$ cat config.mk
export PLATFORM = sky130hd
export DESIGN_NAME = vpi_port
export DESIGN_NICKNAME = d
export VERILOG_FILES = /design/src/core/vpi_port.v
export VERILOG_INCLUDE_DIRS = /design/src /design/src/core
export SDC_FILE = /design/constraint.sdc
export NUM_CORES = 1
export LEC_CHECK = 0
export BUFFER_PORTS_ARGS = -buffer_cell sky130_fd_sc_hd__buf_4
export CAP_MARGIN = 40
export CORE_MARGIN = 2
export CORE_UTILIZATION = 26
export CTS_BUF_LIST = sky130_fd_sc_hd__clkbuf_4 sky130_fd_sc_hd__clkbuf_8 sky130_fd_sc_hd__clkbuf_16
export DETAILED_ROUTE_END_ITERATION = 6
export HOLD_SLACK_MARGIN = 0.02
export PLACE_DENSITY_LB_ADDON = 0.12
export SYNTH_ARGS = -nofsm -noshare
export SYNTH_HDL_FRONTEND = slang
export SYNTH_SLANG_ARGS = --single-unit
$ cat constraint.sdc
create_clock -name sys_clk -period 3.07 [get_ports sys_clk]
set_clock_uncertainty 0.05 [all_clocks]
set_input_delay 0.921 -clock sys_clk [delete_from_list [all_inputs] [get_ports sys_clk]]
set_output_delay 0.921 -clock sys_clk [all_outputs]
set_load 0.01 [all_outputs]
$ cat src/core/vpi_regs.vh
`ifndef VPI_REGS_VH
`define VPI_REGS_VH
// ==========================================================
// Chip addresses
`define VPI_ADDR_FRONT        7'h47
`define VPI_ADDR_BACK         7'h45
// ==========================================================
// Subaddresses
`define VPI_SUB_BLACK_LINE    8'h12
`define VPI_SUB_PIN_DRIVER    8'h1F
`define VPI_SUB_SYNC_GEN      8'h20
`define VPI_SUB_PRIO_OVR      8'h23
`define VPI_SUB_PRIO_ID       8'h24
`define VPI_SUB_CP_STATUS     8'h35
`define VPI_SUB_CP_RD_ADDR    8'h36
`define VPI_SUB_CP_WR_ADDR    8'h37
`define VPI_SUB_CP_DATA       8'h38
// ==========================================================
// Reset values and field positions
`define VPI_RST_ZERO          16'h0000
`define VPI_BLACK_RESTART     7'h7F
`define VPI_STR_HIZ           3'h7
`define VPI_ST_WREQ           0
`define VPI_ST_RREQ           1
`define VPI_ST_BUSY           2
// ==========================================================
// Timing
`define VPI_INT_RESET_NS      4000
`define VPI_CLK_NS            4
`define VPI_INT_RESET_CYC     ((`VPI_INT_RESET_NS + `VPI_CLK_NS - 1) / `VPI_CLK_NS)
`define VPI_INIT_CYC          64
`endif

$ cat src/core/vpi_port.v
`include "vpi_regs.vh"
// Overview of operation
// - A single slave port that answers only the front chip address; the back address is not served.
// - The port never holds SCL low; the master still waits for SCL release.
// - One subaddress byte follows the chip address and picks a register.
// - Front answers 1000111; back address 1000101 gets no answer; eighth bit is read/write.
// - Registers are 8 or 16 bits; 16-bit ones move as two bytes.
// - Unimplemented upper bits ignored on write, read back as zero.
// - Hardware reset clears every control register to zero.
// - After reset an init phase of INIT_CYC cycles runs; it loads no defaults, registers stay zero.
// - Vertically latched registers apply at vsync, horizontal ones at hsync.
// - Coprocessor status: bit0 write request, bit1 read request, bit2 busy.
// - Read-address register holds 9 bits; next three reserved, written zero.
// - Write-address register holds 9 bits; next three reserved, written zero.
// - Data window read bumps read address, write bumps write address.
// - One 16-bit word per transaction on the data window.
// - Black line result: lower count, zero, upper count, black flag; restart 127.
// - 3-bit pin strength, 7 high impedance; a bit chooses push-pull or tristate.
// - A bit chooses whether interlace output syncs to main display sync.
// - Sync generator bit 7 gives interlace polarity; lower bits reserved.
// - Each set overwrite mask bit overwrites that priority level.
// - Priority control: 3-bit ID, 2-bit pad strength, bit 6 request source.
// - Priority interface disabled puts priority data pins in high impedance.
// - Internal reset lasts 4 us then init; no bus answers meanwhile.
module vpi_port #(
  parameter INT_RESET_CYC = `VPI_INT_RESET_CYC,
  parameter INIT_CYC      = `VPI_INIT_CYC
) (
  input  wire        sys_clk,
  input  wire        nrst,
  input  wire        scl_in,
  output reg         scl_oe,
  input  wire        sda_in,
  output reg         sda_oe,
  input  wire        vsync,
  input  wire        hsync,
  input  wire        black_meas_done,
  input  wire [6:0]  lower_black_count,
  input  wire [6:0]  upper_black_count,
  input  wire        black_picture_flag,
  output reg         black_restart,
  output reg         cp_wr_req,
  output reg  [8:0]  cp_wr_addr,
  output reg  [11:0] cp_wr_data,
  output reg         cp_rd_req,
  output reg  [8:0]  cp_rd_addr,
  input  wire [11:0] cp_rd_data,
  input  wire        cp_ack,
  input  wire        interlace_raw,
  output reg         interlace_signal,
  output reg         interlace_oe,
  output reg  [2:0]  output_strength,
  output reg  [7:0]  priority_overwrite_mask,
  output reg  [2:0]  priority_level_id,
  output reg  [1:0]  priority_pad_strength,
  output reg         priority_request_source,
  output reg         priority_data_oe,
  output reg         init_busy
);
  // ========================================================
  // Pin synchronisers (first stage read by second only)
  reg [1:0] scl_s_q, sda_s_q, vs_s_q, hs_s_q;
  reg       scl_q, sda_q, vs_q, hs_q;
  always @(posedge sys_clk) begin
    scl_s_q <= {scl_s_q[0], scl_in};
    sda_s_q <= {sda_s_q[0], sda_in};
    vs_s_q  <= {vs_s_q[0], vsync};
    hs_s_q  <= {hs_s_q[0], hsync};
    scl_q   <= scl_s_q[1];
    sda_q   <= sda_s_q[1];
    vs_q    <= vs_s_q[1];
    hs_q    <= hs_s_q[1];
  end
  wire scl_rise = scl_s_q[1] & ~scl_q;
  wire scl_fall = ~scl_s_q[1] & scl_q;
  wire start_c  = scl_s_q[1] & scl_q & sda_q & ~sda_s_q[1];
  wire stop_c   = scl_s_q[1] & scl_q & ~sda_q & sda_s_q[1];
  wire vs_edge  = vs_s_q[1] & ~vs_q;
  wire hs_edge  = hs_s_q[1] & ~hs_q;

  // ========================================================
  // Internal reset then init: bus is deaf until both end
  localparam R_HOLD = 3'b001, R_INIT = 3'b010, R_RUN = 3'b100;
  reg [2:0]  rst_st_q;
  reg [15:0] rst_cnt_q;
  always @(posedge sys_clk) begin
    if (!nrst) begin
      rst_st_q  <= R_HOLD;
      rst_cnt_q <= 16'h0000;
    end else begin
      case (rst_st_q)
        R_HOLD: if (rst_cnt_q == INT_RESET_CYC - 1) begin
          rst_st_q  <= R_INIT;
          rst_cnt_q <= 16'h0000;
        end else rst_cnt_q <= rst_cnt_q + 16'h0001;
        R_INIT: if (rst_cnt_q == INIT_CYC - 1) rst_st_q <= R_RUN;
          else rst_cnt_q <= rst_cnt_q + 16'h0001;
        R_RUN: rst_st_q <= R_RUN;
        default: rst_st_q <= R_HOLD;
      endcase
    end
  end
  wire ready = rst_st_q[2];

  // ========================================================
  // Register file
  reg [15:0] pin_ctl_q, pin_act_q;
  reg [7:0]  sync_ctl_q, prio_ovr_q, prio_ctl_q;
  reg [7:0]  ovr_sh_q, pid_sh_q;
  reg [8:0]  rd_addr_q, wr_addr_q;
  reg [15:0] black_q;
  reg        wreq_q, rreq_q;
  reg        sync_int_q;

  // ========================================================
  // Serial slave engine
  localparam S_IDLE = 6'b000001, S_ADDR = 6'b000010, S_SUB = 6'b000100;
  localparam S_WDAT = 6'b001000, S_RDAT = 6'b010000, S_ACK = 6'b100000;
  reg [5:0]  st_q;
  reg [7:0]  sh_q, sub_q;
  reg [3:0]  bit_q;
  reg        rw_q, byte_n_q, is_addr_q, is_sub_q, mack_q;
  reg [7:0]  hi_q;

  function [15:0] rd_mux;
    input [7:0] sa;
    begin
      case (sa)
        `VPI_SUB_BLACK_LINE: rd_mux = black_q;
        `VPI_SUB_PIN_DRIVER: rd_mux = {10'h000, pin_ctl_q[5:4], 1'b0, pin_ctl_q[2:0]};
        `VPI_SUB_SYNC_GEN:   rd_mux = {8'h00, sync_ctl_q[7], 7'h00};
        `VPI_SUB_PRIO_OVR:   rd_mux = {8'h00, prio_ovr_q};
        `VPI_SUB_PRIO_ID:    rd_mux = {8'h00, prio_ctl_q[7:6], 1'b0, prio_ctl_q[4:0]};
        `VPI_SUB_CP_STATUS:  rd_mux = {13'h0000, ~ready | wreq_q | rreq_q, rreq_q, wreq_q};
        `VPI_SUB_CP_DATA:    rd_mux = {4'h0, cp_rd_data};
        default:             rd_mux = 16'h0000;
      endcase
    end
  endfunction

  function is_wide;
    input [7:0] sa;
    begin
      is_wide = (sa == `VPI_SUB_BLACK_LINE) || (sa == `VPI_SUB_PIN_DRIVER) ||
                (sa >= `VPI_SUB_CP_RD_ADDR && sa <= `VPI_SUB_CP_DATA);
    end
  endfunction

  wire [15:0] rword = rd_mux(sub_q);
  wire        data_wr = (st_q == S_ACK) && !rw_q && !is_addr_q && !is_sub_q;
  wire        last_b  = !is_wide(sub_q) || byte_n_q;

  always @(posedge sys_clk) begin
    if (!nrst || !ready) begin
      st_q      <= S_IDLE;
      sh_q      <= 8'h00;
      sub_q     <= 8'h00;
      bit_q     <= 4'h0;
      rw_q      <= 1'b0;
      byte_n_q  <= 1'b0;
      is_addr_q <= 1'b0;
      is_sub_q  <= 1'b0;
      mack_q    <= 1'b0;
      hi_q      <= 8'h00;
      sda_oe    <= 1'b0;
      scl_oe    <= 1'b0;
    end else if (start_c) begin
      // A repeated start keeps the subaddress for the read that follows
      st_q     <= S_ADDR;
      bit_q    <= 4'h0;
      sda_oe   <= 1'b0;
      byte_n_q <= 1'b0;
    end else if (stop_c) begin
      st_q   <= S_IDLE;
      sda_oe <= 1'b0;
    end else begin
      scl_oe <= 1'b0;
      case (st_q)
        S_IDLE: sda_oe <= 1'b0;
        S_ADDR, S_SUB, S_WDAT: begin
          if (scl_rise) begin
            sh_q  <= {sh_q[6:0], sda_q};
            bit_q <= bit_q + 4'h1;
          end else if (scl_fall && bit_q == 4'h8) begin
            bit_q     <= 4'h0;
            is_addr_q <= (st_q == S_ADDR);
            is_sub_q  <= (st_q == S_SUB);
            if (st_q == S_ADDR) begin
              rw_q <= sh_q[0];
              if (sh_q[7:1] == `VPI_ADDR_FRONT) begin
                sda_oe <= 1'b1;
                st_q   <= S_ACK;
              end else st_q <= S_IDLE;
            end else begin
              sda_oe <= 1'b1;
              st_q   <= S_ACK;
              if (st_q == S_SUB) begin
                sub_q    <= sh_q;
                byte_n_q <= 1'b0;
              end
            end
          end
        end
        S_ACK: if (scl_fall) begin
          sda_oe <= 1'b0;
          bit_q  <= 4'h0;
          if (is_addr_q && rw_q) begin
            st_q  <= S_RDAT;
            sh_q  <= is_wide(sub_q) ? rword[15:8] : rword[7:0];
            sda_oe <= ~(is_wide(sub_q) ? rword[15] : rword[7]);
            hi_q  <= rword[7:0];
          end else if (is_addr_q) st_q <= S_SUB;
          else begin
            if (data_wr) begin
              hi_q     <= sh_q;
              byte_n_q <= ~last_b;
            end
            st_q <= (data_wr && last_b && sub_q == `VPI_SUB_CP_DATA) ? S_IDLE : S_WDAT;
          end
          is_addr_q <= 1'b0;
          is_sub_q  <= 1'b0;
        end
        S_RDAT: begin
          if (scl_rise && bit_q == 4'h8) mack_q <= ~sda_q;
          else if (scl_fall) begin
            if (bit_q == 4'h8) begin
              sda_oe <= 1'b0;
              bit_q  <= 4'h0;
              if (!mack_q || sub_q == `VPI_SUB_CP_DATA && byte_n_q) st_q <= S_IDLE;
              else begin
                byte_n_q <= 1'b1;
                sh_q     <= hi_q;
                sda_oe   <= ~hi_q[7];
              end
            end else if (bit_q == 4'h7) begin
              // Release the line so the master can acknowledge
              bit_q  <= 4'h8;
              sda_oe <= 1'b0;
            end else begin
              sh_q   <= {sh_q[6:0], 1'b0};
              sda_oe <= ~sh_q[6];
              bit_q  <= bit_q + 4'h1;
            end
          end
        end
        default: st_q <= S_IDLE;
      endcase
    end
  end

  // ========================================================
  // Register writes, sync latching and coprocessor mailbox
  wire        wr_done = data_wr && scl_fall && last_b;
  wire [15:0] wval    = is_wide(sub_q) ? {hi_q, sh_q} : {8'h00, sh_q};
  wire        rd_data = (st_q == S_RDAT) && scl_fall && bit_q == 4'h8 && byte_n_q &&
                        sub_q == `VPI_SUB_CP_DATA;

  always @(posedge sys_clk) begin
    if (!nrst) begin
      pin_ctl_q     <= `VPI_RST_ZERO;
      pin_act_q     <= `VPI_RST_ZERO;
      sync_ctl_q    <= 8'h00;
      prio_ovr_q    <= 8'h00;
      prio_ctl_q    <= 8'h00;
      ovr_sh_q      <= 8'h00;
      pid_sh_q      <= 8'h00;
      rd_addr_q     <= 9'h000;
      wr_addr_q     <= 9'h000;
      wreq_q        <= 1'b0;
      rreq_q        <= 1'b0;
      black_q       <= `VPI_RST_ZERO;
      black_restart <= 1'b0;
      cp_wr_req     <= 1'b0;
      cp_rd_req     <= 1'b0;
      cp_wr_addr    <= 9'h000;
      cp_rd_addr    <= 9'h000;
      cp_wr_data    <= 12'h000;
    end else begin
      black_restart <= 1'b0;
      if (black_meas_done) begin
        black_q <= {black_picture_flag, upper_black_count, 1'b0, lower_black_count};
        black_restart <= 1'b1;
      end
      // Acknowledge first, so that a request arriving in the same cycle wins
      if (cp_ack) begin
        if (cp_wr_req) begin
          cp_wr_req <= 1'b0;
          wreq_q    <= 1'b0;
        end else if (cp_rd_req) begin
          cp_rd_req <= 1'b0;
          rreq_q    <= 1'b0;
        end
      end
      // Reads wait behind a pending write and are never raised again in the ack cycle
      if (rreq_q && !cp_wr_req && !cp_rd_req && !cp_ack) cp_rd_req <= 1'b1;
      if (wr_done) begin
        case (sub_q)
          `VPI_SUB_PIN_DRIVER: pin_ctl_q <= {10'h000, wval[5:4], 1'b0, wval[2:0]};
          `VPI_SUB_SYNC_GEN:   sync_ctl_q <= {wval[7], 7'h00};
          `VPI_SUB_PRIO_OVR:   ovr_sh_q <= wval[7:0];
          `VPI_SUB_PRIO_ID:    pid_sh_q <= {wval[7:6], 1'b0, wval[4:0]};
          `VPI_SUB_CP_RD_ADDR: begin
            rd_addr_q <= wval[8:0];
            rreq_q    <= 1'b1;
          end
          `VPI_SUB_CP_WR_ADDR: wr_addr_q <= wval[8:0];
          `VPI_SUB_CP_DATA: begin
            cp_wr_req  <= 1'b1;
            cp_wr_addr <= wr_addr_q;
            cp_wr_data <= wval[11:0];
            wreq_q     <= 1'b1;
            wr_addr_q  <= wr_addr_q + 9'h001;
          end
          default: ;
        endcase
      end
      if (rd_data) begin
        rd_addr_q <= rd_addr_q + 9'h001;
        rreq_q    <= 1'b1;
      end
      cp_rd_addr <= rd_addr_q;
      if (vs_edge) prio_ovr_q <= ovr_sh_q;
      if (hs_edge) begin
        prio_ctl_q <= pid_sh_q;
        pin_act_q  <= pin_ctl_q;
      end
    end
  end

  // ========================================================
  // Pin and priority outputs
  always @(posedge sys_clk) begin
    if (!nrst) begin
      sync_int_q              <= 1'b0;
      interlace_signal        <= 1'b0;
      interlace_oe            <= 1'b0;
      output_strength         <= 3'h0;
      priority_overwrite_mask <= 8'h00;
      priority_level_id       <= 3'h0;
      priority_pad_strength   <= 2'h0;
      priority_request_source <= 1'b0;
      // Data pins stay released until the enable bit is written and latched at hsync
      priority_data_oe        <= 1'b0;
      init_busy               <= 1'b1;
    end else begin
      if (hs_edge) sync_int_q <= interlace_raw;
      interlace_signal <= (pin_act_q[5] ? interlace_raw : sync_int_q) ^ sync_ctl_q[7];
      interlace_oe     <= ~pin_act_q[4] && pin_act_q[2:0] != `VPI_STR_HIZ;
      output_strength  <= pin_act_q[2:0];
      priority_overwrite_mask <= prio_ovr_q;
      priority_level_id       <= prio_ctl_q[2:0];
      priority_pad_strength   <= prio_ctl_q[4:3];
      priority_request_source <= prio_ctl_q[6];
      priority_data_oe        <= prio_ctl_q[7];
      init_busy <= ~ready;
    end
  end
endmodule // vpi_port

==> flow_metrics.tcl <==
set metrics [dict create \
    status "complete, no violations" \
    seqPwrFrac_pct 44.7 \
    finalHoldViolCount 0 \
    edff_count_synth 0 \
    total_leakage_power_nw 4.24 \
    cts.sinks 202 \
    synth_flop_cell "sky130_fd_sc_hd__dfxtp_1" \
    drt_pre_antenna_iters 7 \
    yosysWarnings 0 \
    detail_route.drc_violations 0 \
    ant_nets 0 \
    route.final.wire_length_um 29300 \
    critical_path_peak_fanout 9 \
    hold_ws_ns 0.276 \
    finalWeightedCongestion 0.833 \
    clock_tree.root_cell "sky130_fd_sc_hd__clkbuf_16" \
    post_route_cells_drive_above_1_share_pct 17.5 \
    type_of_the_worst_setup_path "register to register" \
    synth-xor-area-share_pct 1.58 \
    hold_path.class "register to register" \
    placeableCoreArea_um2 33500 \
    number_of_antenna_violations_at_the_first_check_in_global_routing 0 \
    ff2ff_setup_slack_ns 0.42 \
    synth.top_cell.area_share_pct 45.7 \
    finalCritPeriodShare_pct 86.2 \
    first_global_vias 7482 \
    clk_pin_slew_worst_paths_ns 0.07 \
    die_height_um 189 \
    timing.hold.worst_path_depth 0 \
    crit_path_frequent_cell "sky130_fd_sc_hd__a21oi_1" \
    placedCellCount 1535 \
    asr_flop_ratio_synth_pct 0 \
    per_instance_average_area_after_synthesis_um2 8.64 \
    worst_r2r_endpoint "rd_addr_q[6]" \
    library_cells_used_by_synthesis 76 \
    finalNonFillerCells 1579 \
    worst_hold_startpoint "scl_s_q[0]" \
    worst-r2r-cell-count 7 \
    synth_top_family_by_area "simple AND/OR/NAND/NOR gates" \
    path_cells "buf_4 > or3_1 > a211o_1 > a21oi_1 > o31a_1 > o21ai_0 > a21oi_1" \
    power_switching_share_pct 22.0 \
    irDropWorstVdd_mv 0.338 \
    met3RoutedLength_um 1260 \
    insertedDiodeCount 0 \
    postCtsSetupRepairBufs 0 \
    cts_resized 0 \
    arrival_ns 3.06 \
    wire_per_inst_um 18.5 \
    proportion_of_synthesized_chip_area_in_sequential_cells_pct 45.7 \
    met2RoutedLength_um 12900 \
    share_clk_of_total_power_pct 52.7 \
    rsz0062_at_grt "no" \
    synth_largest_area_cell "sky130_fd_sc_hd__dfxtp_1" \
    combinationalPowerShare_pct 2.6 \
    slowest_stage "sky130_fd_sc_hd__a21oi_1" \
    maxClockFrequency_mhz 378 \
    synth.ff_latch_count 202 \
    slew_at_the_pin_with_the_worst_max_slew_slack_ns 0.796 \
    power_density_nw_per_um2 542 \
    gr-total-overflow 0 \
    cp-end-kind "register" \
    setup_viol 0 \
    dieArea_um2 35500 \
    adder_cell_share_of_the_synthesized_area_pct 0.707 \
    slowest_delay_ns 0.54 \
    crit_path_start_kind "register" \
    grt_first_pass_wirelength_um 45200 \
    cts.htree.levels 1 \
    synth_compound_gate_area_share_pct 16.9 \
    highest-signal-layer "met4" \
    area_growth_syn_to_layout_pct 24.3 \
    core.rowCount 67 \
    ctsHoldBuffers 0 \
    total_switching_power_mw 1.31 \
    cts-root-to-sink-buffers 3 \
    internal-power_mw 4.65 \
    num_cts_buffers 26 \
    final_nets 1156 \
    floorplan.initialDensity_pct 26.4 \
    mappedNetlistArea_um2 8850 \
    relSlewSlack_pct 46.9 \
    report.final.slew_viol_count 0 \
    worst_skew_pair.late_latency_ns 0.54 \
    fp.dieW_um 189 \
    io_buffer_count 90 \
    pin_count_of_the_biggest_net_entering_global_routing 59 \
    synthCells 1025 \
    total_power_mw 5.97 \
    r2r-start "sub_q[0]" \
    grt_util_all_layers_pct 16.2 \
    max_cap_violations 0 \
    fin_tns_setup_ns 0 \
    drt-initial-drc-count 734 \
    top_level_ports 92 \
    synthTopCellsByArea "sky130_fd_sc_hd__dfxtp_1 46%, sky130_fd_sc_hd__mux2i_1 7.5%, sky130_fd_sc_hd__nand2_1 5.1%" \
    tritoncts "built" \
    route.detailed.vias_per_inst 4.92 \
    min_delay_worst_endpoint "scl_s_q[1]" \
    synth.mux.area_fraction_pct 7.59 \
    fin_crit_ns 2.65 \
    required_ns 3.48 \
    wl_met1_um 14300 \
    vias 7761 \
    mappedNetlistNets 1066 \
    synth_simple_gate_area_share_pct 24.0 \
    hpwl_um 20600 \
    layout.filler_cells 3583 \
]
==> worst max-delay path, delay by kind of cell (launching register included) <==
family,cells,cell delay (ns)
buf+inv,1,0.18
simple gates,1,0.42
flops,1,0.36
compound gates,5,1.56
==> worst max-delay path by stage <==
stage	from	end	slack, ns	depth (start not counted)
2_1_floorplan	st_q[4]	rd_addr_q[3]	0.73	7
3_3_place_gp	sub_q[0]	rd_addr_q[3]	0.49	7
3_5_place_dp	st_q[2]	rd_addr_q[6]	0.47	6
4_1_cts	st_q[0]	rd_addr_q[6]	0.47	6
5_1_grt	sub_q[5]	rd_addr_q[3]	0.24	6
6_report	sub_q[0]	rd_addr_q[6]	0.42	7
==> final cells by class <==
type | count | area [µm²] | share of cell area [%]
Tap cell | 448 | 561 | 5.09
Clock buffer | 33 | 739 | 6.72
Multi-Input combinational cell | 744 | 4500 | 40.9
Inverter | 10 | 37.5 | 0.341
Clock inverter | 11 | 139 | 1.26
Sequential cell | 202 | 4040 | 36.7
Timing Repair Buffer | 131 | 983 | 8.94
==> cells in the mapped netlist (15+ instances only) <==
master,number
sky130_fd_sc_hd__dfxtp_1,202
sky130_fd_sc_hd__nor2_1,112
sky130_fd_sc_hd__and3_1,15
sky130_fd_sc_hd__mux2i_1,66
sky130_fd_sc_hd__nor3_1,17
sky130_fd_sc_hd__clkbuf_1,52
sky130_fd_sc_hd__o211ai_1,15
sky130_fd_sc_hd__nand2_1,121
sky130_fd_sc_hd__a21oi_1,86
sky130_fd_sc_hd__o21ai_0,38
sky130_fd_sc_hd__a22oi_1,18
sky130_fd_sc_hd__and2_1,32
sky130_fd_sc_hd__nand3_1,35
==> metrics by stage <==
stage	setup WS (ns)	area, µm²	utilization (%)
global placement	0.494	10100	30.2
CTS	0.471	11000	32.8
global route	0.240	11000	32.8
floorplan	0.730	8850	-
detailed placement	0.467	10100	30.2
finish	0.424	11000	32.8
==> power by group through the flow <==
| stage | logic, mW | registers, mW | clock network, mW |
|---|---|---|---|
| detailed placement | 0.156 | 2.73 | 0 |
| finish | 0.154 | 2.67 | 3.14 |
| global route | 0.172 | 2.67 | 3.33 |
| global placement | 0.157 | 2.73 | 0 |
| floorplan | 0.0837 | 2.72 | 0 |
| CTS | 0.157 | 2.67 | 3.23 |
==> cells in the final DEF (no fill, tap or decap), types with 7 or more instances in the layout <==
cell and count:
sky130_fd_sc_hd__nand2b_1 8, sky130_fd_sc_hd__nor3_1 16, sky130_fd_sc_hd__a22oi_1 18, sky130_fd_sc_hd__dfxtp_1 202
sky130_fd_sc_hd__nor3b_1 8, sky130_fd_sc_hd__o211ai_1 15, sky130_fd_sc_hd__nor2_1 112, sky130_fd_sc_hd__a21oi_1 86
sky130_fd_sc_hd__and2_1 32, sky130_fd_sc_hd__mux2i_1 66, sky130_fd_sc_hd__nand4_1 7, sky130_fd_sc_hd__nor4_1 13
sky130_fd_sc_hd__nor2b_1 7, sky130_fd_sc_hd__nand3_1 35, sky130_fd_sc_hd__inv_1 8, sky130_fd_sc_hd__buf_4 131
sky130_fd_sc_hd__o21ai_0 38, sky130_fd_sc_hd__and3_1 15, sky130_fd_sc_hd__clkbuf_16 27, sky130_fd_sc_hd__nand2_1 121
sky130_fd_sc_hd__a31oi_1 12, sky130_fd_sc_hd__xnor2_1 12
==> layer usage <==
| layer | global-route usage [%] | vias up |
|---|---|---|
| met3 | 2.31 | 41 |
| met4 | 4.15 | 0 |
| li1 | - | 3845 |
| met2 | 25.7 | 189 |
| met1 | 23.1 | 3686 |
| met5 | 0 | - |
==> logic make-up (layout without fill, tap and decap cells) <==
| group | after synthesis | in the layout |
|---|---|---|
| flops | 202 | 202 |
| xor+xnor | 16 | 16 |
| compound gates | 233 | 233 |
| fa+ha+maj | 5 | 5 |
| buf+inv | 79 | 185 |
| mux | 67 | 67 |
| other cells | 1 | 1 |
| simple gates | 422 | 422 |
==> sequential cells by signal (all words and copies together) (netlist names), 6 cells and up <==
name	cells
black_q	15
cp_rd_addr	9
cp_wr_addr	9
cp_wr_data	12
hi_q	8
ovr_sh_q	8
pid_sh_q	7
prio_ctl_q	7
prio_ovr_q	8
priority_overwrite_mask	8
rd_addr_q	9
rst_cnt_q	16
sh_q	8
st_q	6
sub_q	8
wr_addr_q	9
Power figures use the tool's default switching activity.
